$ cat src/hw/fol_params.svh
// Offset loader constants: widths, select codes, preset values and counts
`ifndef FOL_PARAMS_SVH
`define FOL_PARAMS_SVH

`define FOL_OFS_W       11
`define FOL_CHAIN_BITS  44
`define FOL_CNT_W       6
`define FOL_LAST_BIT    6'h2B
`define FOL_DATA_W      36
`define FOL_PAR_LAST    2'h3

`define FOL_SEL_P8      3'h0
`define FOL_SEL_P16     3'h1
`define FOL_SEL_P64     3'h2
`define FOL_SEL_P256    3'h3
`define FOL_SEL_P1024   3'h4
`define FOL_SEL_PAR     3'h5
`define FOL_SEL_SER     3'h6

`define FOL_PRESET_8    11'h008
`define FOL_PRESET_16   11'h010
`define FOL_PRESET_64   11'h040
`define FOL_PRESET_256  11'h100
`define FOL_PRESET_1024 11'h400

`endif

$ cat src/hw/fol_pkg.sv
// Offset loader types
package fol_pkg;
	typedef enum logic [3:0] {
		fol_st_reset    = 4'h1,
		fol_st_serial   = 4'h2,
		fol_st_parallel = 4'h4,
		fol_st_done     = 4'h8
	} fol_state_type;
endpackage

$ cat src/hw/fol_loader.sv
// Flag offset register loader: preset, parallel and serial programming
`include "fol_params.svh"

module fol_loader
	import fol_pkg::*;
(
	// Clock and master reset
	input  wire logic                   clk,
	input  wire logic                   sys_rst,
	// Offset select and serial pins
	input  wire logic                   offset_select0_serial_data,
	input  wire logic                   offset_select1_serial_enable,
	input  wire logic                   offset_select2,
	// Parallel load from wide port
	input  wire logic [`FOL_DATA_W-1:0] wide_port_data,
	input  wire logic                   parallel_write,
	// Loaded offsets
	output logic      [`FOL_OFS_W-1:0]  first_offset_fifo1,
	output logic      [`FOL_OFS_W-1:0]  second_offset_fifo1,
	output logic      [`FOL_OFS_W-1:0]  first_offset_fifo2,
	output logic      [`FOL_OFS_W-1:0]  second_offset_fifo2,
	// Loader status
	output logic                        serial_mode,
	output logic                        parallel_mode,
	output logic                        offsets_programmed
);

	fol_state_type                state;
	logic [2:0]                   sel_q;
	logic [2:0]                   sel_now;
	logic [`FOL_CHAIN_BITS-1:0]   chain;
	logic [`FOL_CNT_W-1:0]        bit_count;
	logic [1:0]                   par_count;
	logic                         shift_en;
	logic                         par_en;
	logic                         first_bit;

	// Preset decode
	function automatic logic [`FOL_OFS_W-1:0] preset_value(input logic [2:0] sel);
		logic [`FOL_OFS_W-1:0] v;
		v = `FOL_PRESET_8;
		case (sel)
			`FOL_SEL_P16:   v = `FOL_PRESET_16;
			`FOL_SEL_P64:   v = `FOL_PRESET_64;
			`FOL_SEL_P256:  v = `FOL_PRESET_256;
			`FOL_SEL_P1024: v = `FOL_PRESET_1024;
			default:        v = `FOL_PRESET_8;
		endcase
		return v;
	endfunction

	assign sel_now  = {offset_select2, offset_select1_serial_enable, offset_select0_serial_data};
	assign shift_en = (state == fol_st_serial) && !offset_select1_serial_enable;
	assign par_en   = (state == fol_st_parallel) && parallel_write;

	// Chain order: second fifo1, first fifo1, second fifo2, first fifo2
	assign second_offset_fifo1 = chain[3*`FOL_OFS_W +: `FOL_OFS_W];
	assign first_offset_fifo1  = chain[2*`FOL_OFS_W +: `FOL_OFS_W];
	assign second_offset_fifo2 = chain[1*`FOL_OFS_W +: `FOL_OFS_W];
	assign first_offset_fifo2  = chain[0 +: `FOL_OFS_W];

	assign serial_mode        = state[1];
	assign parallel_mode      = state[2];
	assign offsets_programmed = state[3];

	// Method select capture
	always_ff @(posedge clk) begin
		if (sys_rst) begin
			sel_q <= sel_now;
		end
	end

	// Loader state
	always_ff @(posedge clk) begin
		if (sys_rst) begin
			state <= fol_st_reset;
		end else begin
			case (state)
				fol_st_reset: begin
					case (sel_q)
						`FOL_SEL_SER: state <= fol_st_serial;
						`FOL_SEL_PAR: state <= fol_st_parallel;
						default:      state <= fol_st_done;
					endcase
				end
				fol_st_serial: begin
					if (shift_en && bit_count == `FOL_LAST_BIT) begin
						state <= fol_st_done;
					end
				end
				fol_st_parallel: begin
					if (par_en && par_count == `FOL_PAR_LAST) begin
						state <= fol_st_done;
					end
				end
				fol_st_done: begin
					state <= fol_st_done;
				end
				default: begin
					state <= fol_st_reset;
				end
			endcase
		end
	end

	// Offset chain
	always_ff @(posedge clk) begin
		if (sys_rst) begin
			chain <= {4{preset_value(sel_now)}};
		end else if (shift_en) begin
			chain <= {chain[`FOL_CHAIN_BITS-2:0], offset_select0_serial_data};
		end else if (par_en) begin
			case (par_count)
				2'h0:    chain[2*`FOL_OFS_W +: `FOL_OFS_W] <= wide_port_data[`FOL_OFS_W-1:0];
				2'h1:    chain[3*`FOL_OFS_W +: `FOL_OFS_W] <= wide_port_data[`FOL_OFS_W-1:0];
				2'h2:    chain[0 +: `FOL_OFS_W] <= wide_port_data[`FOL_OFS_W-1:0];
				default: chain[1*`FOL_OFS_W +: `FOL_OFS_W] <= wide_port_data[`FOL_OFS_W-1:0];
			endcase
		end
	end

	// Serial bit counter
	always_ff @(posedge clk) begin
		if (sys_rst) begin
			bit_count <= '0;
		end else if (shift_en) begin
			bit_count <= bit_count + 1'b1;
		end
	end

	// Parallel word counter
	always_ff @(posedge clk) begin
		if (sys_rst) begin
			par_count <= '0;
		end else if (par_en) begin
			par_count <= par_count + 1'b1;
		end
	end

	// First serial bit, kept for checking
	always_ff @(posedge clk) begin
		if (sys_rst) begin
			first_bit <= 1'b0;
		end else if (shift_en && bit_count == '0) begin
			first_bit <= offset_select0_serial_data;
		end
	end
endmodule

$ cat config.mk
export PLATFORM = sky130hd
export DESIGN_NAME = fol_loader
export DESIGN_NICKNAME = d
export VERILOG_FILES = /design/src/hw/fol_pkg.sv /design/src/hw/fol_loader.sv
export VERILOG_INCLUDE_DIRS = /design/src /design/src/hw
export SDC_FILE = /design/constraint.sdc
export NUM_CORES = 1
export LEC_CHECK = 0
export BUFFER_PORTS_ARGS = -buffer_cell sky130_fd_sc_hd__buf_2
export CAP_MARGIN = 5
export CORE_ASPECT_RATIO = 1.75
export CORE_MARGIN = 3
export CORE_UTILIZATION = 48
export CTS_BUF_LIST = sky130_fd_sc_hd__clkbuf_4
export CTS_CLUSTER_DIAMETER = 40
export DETAILED_ROUTE_END_ITERATION = 8
export PLACE_DENSITY_LB_ADDON = 0.12
export SYNTH_ARGS = -nofsm -noshare
export SYNTH_HDL_FRONTEND = slang
export SYNTH_SLANG_ARGS = --single-unit
$ cat constraint.sdc
create_clock -name clk -period 1.9 [get_ports clk]
set_input_delay 0.57 -clock clk [delete_from_list [all_inputs] [get_ports clk]]
set_output_delay 0.57 -clock clk [all_outputs]
set_load 0.01 [all_outputs]
==> results of run 1 <==
[power by group]
part | total (µW) | internal, µW | leakage [µW] | switching, µW
clock network | 774 | 336 | 0.0000675 | 437
registers | 1570 | 1500 | 0.000572 | 65.4
logic | 518 | 232 | 0.000808 | 287
[per-stage QoR]
stage / setup slack, ns / setup TNS, ns / utilization, %
floorplan: -0.0105 / -0.464 / -
global placement: 0.0170 / 0 / 61.7
detailed placement: -0.0216 / -0.232 / 61.7
CTS: 0.00513 / 0 / 63.9
global route: 0.00479 / 0 / 64.1
finish: 0.0611 / 0 / 64.1
[placed cells by master, fill, tap and decap left out, types with 2 or more instances in the layout]
cell type	n
dfxtp_1	12
nand4b_1	4
xor2_1	2
nand2_1	3
clkbuf_4	14
buf_12	3
ha_1	6
nand3_1	67
edfxtp_1	47
o21ai_0	17
nor2b_1	5
clkinv_1	2
buf_2	63
buf_4	37
inv_1	6
or3_1	2
nor2_1	5
o21a_1	2
a21oi_1	37
o31ai_1	3
a211o_2	3
or4b_4	2
nor4b_1	2
or4_1	2
a21boi_0	3
[sequential cells by signal, summed over array words and instances, names as in the netlist]
signal and cells:
sel_q 3, bit_count 6, chain 44, par_count 2, state 4
[cell families after synthesis]
| logic type | after synthesis | share of synthesized area (%) |
|---|---|---|
| buffers and inverters | 27 | 4.35 |
| adder cells (fa/ha/maj) | 6 | 2.66 |
| XOR/XNOR | 3 | 0.933 |
| AND/OR/NAND/NOR | 95 | 18.4 |
| AO/OA/AOI/OAI | 73 | 15.1 |
| flip-flops | 59 | 58.6 |
[cells in the mapped netlist, drive strengths merged, types with 3 or more instances]
| cell | number |
|---|---|
| nand3 | 67 |
| edfxtp | 47 |
| a21oi | 37 |
| o21ai | 17 |
| clkbuf | 14 |
| dfxtp | 12 |
| buf | 7 |
| ha | 6 |
| inv | 6 |
| nor2 | 6 |
| nor2b | 5 |
| a211o | 4 |
| nand4b | 4 |
| a21boi | 3 |
| nand2 | 3 |
| nor4b | 3 |
| o31ai | 3 |
[worst max path at each step]
stage	end	startpoint	slack, ns	cells past startpoint
3_5_place_dp	chain[12]	state[1]	-0.02	3
6_report	bit_count[5]	state[3]	0.06	4
2_1_floorplan	chain[0]	state[3]	-0.01	5
5_1_grt	bit_count[5]	state[1]	0.005	4
4_1_cts	bit_count[5]	state[2]	0.005	4
3_3_place_gp	chain[15]	state[1]	0.02	3
[critical path, stage by stage, from the launching register on]
cell	delay, ns
dfxtp_1	0.33
or4b_4	0.59
buf_4	0.20
or4_1	0.50
a21oi_1	0.15
[layer usage]
metal	up-vias	track usage, %	part of all wire (%)
met1	1172	28.4	38
met3	12	6.27	5.8
met5	-	0	0
li1	1189	-	-
met4	0	10.4	1.7
met2	83	44.0	55
[final cells by class]
class / instances / area share [%]
Timing Repair Buffer: 103 / 18.1
Multi-Input combinational cell: 177 / 29.8
Sequential cell: 59 / 45.8
Clock inverter: 2 / 0.208
Tap cell: 76 / 2.64
Clock buffer: 14 / 2.91
Inverter: 6 / 0.624
[what timing repair did]
item | 4_1_cts | 5_1_grt
buffers inserted | 0 | 1
endpoints found under the setup margin | 11 | 47
pin swaps | 0 | 1
gates resized for setup | 2 | 1
==> results.cfg, run 1 <==
[logic_synthesis]
synth.cell_area_um2 = 2820
syn-num-nets = 311
synth-seq-cells = 59
synth_top_area_cell = edfxtp_1
synth.yosys.warnings = 0
synthCells = 263
synthTopCellsByArea = edfxtp_1, nand3_1, dfxtp_1, a21oi_1, o21ai_0
async_flop_share_pct = 0
ys.flop_type = edfxtp_1
synth_sequential_area_ratio_pct = 58.6
synth.avg_cell_area_um2 = 10.7
yosysTopAreaCellShare_pct = 50.1
synth_cell_type_count = 35
synth_edf_count = 47

[routing]
drtIter0Drc = 127
remaining_drc_errors = 0
routed_wl_mm = 7.88
ant_nets = 0
wire_per_inst_um = 18.0
drt-pass1-iter-count = 4
vias = 2456
via_per_inst = 5.62

[outcome]
status = complete, no violations

[final_layout]
seqCellArea_um2 = 1650
fillers = 492
nets = 404
antenna_cells = 0
finalNonFillerCells = 437
area_growth_pct = 28.1
multi_input_area_um2 = 1070
drive_gt1_share_pct = 34.9
fin_area_um2 = 3610

[sta]
final.min_clock_period_ns = 1.84
slew_headroom_pct = 70.0
hold_viol = 0
slew_violations = 0
fmax_mhz = 544
skew_ns = 0.0154
fin_crit_sh_pct = 96.8
setup_viol = 0
worst_pin_slew_ns = 0.444
fin_hold_ws_ns = 0.467
rsz0062_at_grt = no

[power]
fin_total_pwr_uw = 2860
p_per_area_nw_per_um2 = 792
leakagePower_uw = 0.00145
ir_drop_mv = 0.546

[clocking]
cts_tree = done
cts.sinks = 59
numCtsBuffers = 9
htreeDepth = 3
clockBufferDepth = 2
path_clk_slew_ns = 0.10
hold_buffers = 0
insertion_delay_ns = 0.41
root_buffer = clkbuf_4

[global_route]
overflow = 0
grt_max_degree = 19
grt_pass1_wl_mm = 12.7
grt_util_all_layers_pct = 25.0
grt_antenna_before_repair = 0
grt_pass1_vias = 2515

[floorplan]
dieHeight_um = 107
pin_count = 89
core_area_um2 = 5630
num_rows = 36
start_util_pct = 50.0
die_w_um = 63.9
die_area_um2 = 6860

[placed_design]
io_buffer_count = 63
dp_hpwl_mm = 5.74
placed_cell_area_um2 = 3470
dp_cells = 420
gp_congestion = 0.799

[worst_hold_path]
holdPathStages = 3
hold_path_class = in -> reg
worstHoldStart = parallel_write
min_to = par_count[1]

[critical_path]
rr_worst_depth = 4
crit_path_start_kind = flop
cp_max_fo = 12
crit_type = reg -> reg
rr_endpoint = bit_count[5]
end_kind = flop
r2r_slack_ns = 0.06
critical_path_required_ns = 2.24
crit_arrival_ns = 2.18
r2r_start = state[3]

[job]
cap_violations = 0
(Power assumes the default switching activity.)
==> run 2, diff against run 1 <==
Settings changed: CORE_ASPECT_RATIO 1.75 to unset.
==> results.cfg, run 2 (synthesis results as in run 1) <==
[outcome]
status = complete, no violations

[final_layout]
fillers = 488
final_cell_mix = nand3_1, buf_2, edfxtp_1
seqCellArea_um2 = 1650
reg.largest.list = chain (44), bit_count (6), state (4)
drive_gt1_share_pct = 34.6
finalNonFillerCells = 428
largest_register = chain
area_growth_pct = 28.2
layout_commonest_cell = nand3_1
multi_input_area_um2 = 1070
antenna_cells = 0
nets = 399
largest_register_ffs = 44

[sta]
slew_violations = 0
slew_headroom_pct = 64.5
hold_viol = 0
rsz0062_at_grt = no
fin_hold_ws_ns = 0.444
final.min_clock_period_ns = 1.85
setup_viol = 0
worst_pin_slew_ns = 0.526
fin_crit_sh_pct = 97.2
skew_ns = 0.0162
fmax_mhz = 542

[routing]
wire_per_inst_um = 16.7
drtIter0Drc = 145
drt-pass1-iter-count = 4
met2WireLength_mm = 3.28
vias = 2438
routed-wl-met3_um = 513
ant_nets = 0
top_layer = met4
routed_wl_mm = 7.14
remaining_drc_errors = 0
via_per_inst = 5.70
met1_length_mm = 3.21

[clocking]
cts_setup_buffers = 0
path_clk_slew_ns = 0.10
cts_tree = done
numCtsBuffers = 9
clockBufferDepth = 2
root_buffer = clkbuf_4
cts.sinks = 59
cts_resized = 0
hold_buffers = 0
insertion_delay_ns = 0.41
htreeDepth = 3

[critical_path]
critical_path_required_ns = 2.04
crit_arrival_ns = 1.98
cp_max_fo = 9
slowest_stage = or4b_2
crit_path_start_kind = flop
cp_cell_sequence = or4b_2 -> nor2_4 -> a211o_2 -> buf_12
worst-path-buf-inv = 1
crit_type = reg -> reg
path_delay_family = simple AND/OR/NAND/NOR gates
slowest_delay_ns = 0.74
end_kind = flop

[global_route]
grt_max_degree = 22
overflow = 0
grt_util_all_layers_pct = 22.1
grt_antenna_before_repair = 0
grt_pass1_vias = 2227
grt_pass1_wl_mm = 11.0

[placed_design]
io_buffer_count = 63
dp_hpwl_mm = 5.00
gp_congestion = 0.809
dp_cells = 412

[power]
fin_total_pwr_uw = 2970
p_per_area_nw_per_um2 = 821
leakagePower_uw = 0.00143
ir_drop_mv = 0.516

[floorplan]
core_area_um2 = 5610
pin_count = 89
die_area_um2 = 6830
num_rows = 27
die_w_um = 82.6
dieHeight_um = 82.6
start_util_pct = 50.2

[job]
cap_violations = 0

[worst_hold_path]
hold_path_class = in -> reg
==> run 2: cell count changes in the layout (fill, tap and decap cells not counted), moves of 2 or more <==
cell and delta:
clkbuf_4 -5, buf_12 +2, clkinvlp_4 +2, clkinv_2 +2
buf_4 -7
==> run 2: path summary, 6_finish.rpt <==
| check | start | end | slack (ns) | depth (start not counted) |
|---|---|---|---|---|
| worst min register to register | bit_count[5] | bit_count[5] | 0.49 | 2 |
| worst max-delay path | state[1] | chain[39] | 0.05 | 4 |
| worst max register to register | state[1] | chain[39] | 0.05 | 4 |
| worst min-delay path | offset_select2 | sel_q[2] | 0.44 | 1 |
==> run 2: area by class of cell <==
cell class,instances,share of cell area (%)
timing repair buffer,98,17.7
multi-input combinational,177,29.7
inverter,6,0.623
sequential,59,45.7
clock buffer,9,1.87
clock inverter,7,1.87
tap,72,2.49
==> run 2: routing by layer <==
metal / track usage (%) / vias up
li1: - / 1181
met1: 31.4 / 1155
met2: 32.8 / 89
met3: 4.23 / 13
met4: 10.1 / 0
met5: 0 / -
==> run 2: per-stage QoR <==
stage	setup TNS [ns]	instance area (µm²)	setup WS, ns	util [%]
floorplan	-0.464	2830	-0.0105	-
global placement	0	3460	0.0348	61.7
finish	0	3610	0.0541	64.4
global route	0	3610	0.0189	64.4
detailed placement	0	3460	0.0220	61.7
CTS	0	3600	0.0112	64.1
==> run 2: where the power goes <==
group	total, µW	switching (µW)	internal, µW
Combinational	511	281	230
Sequential	1560	58.8	1500
Clock	895	500	396
==> run 2: worst register-to-register path, stage by stage (launching register included) <==
cell and delay, ns:
dfxtp_1 0.34, or4b_2 0.74, nor2_4 0.16, a211o_2 0.19, buf_12 0.14
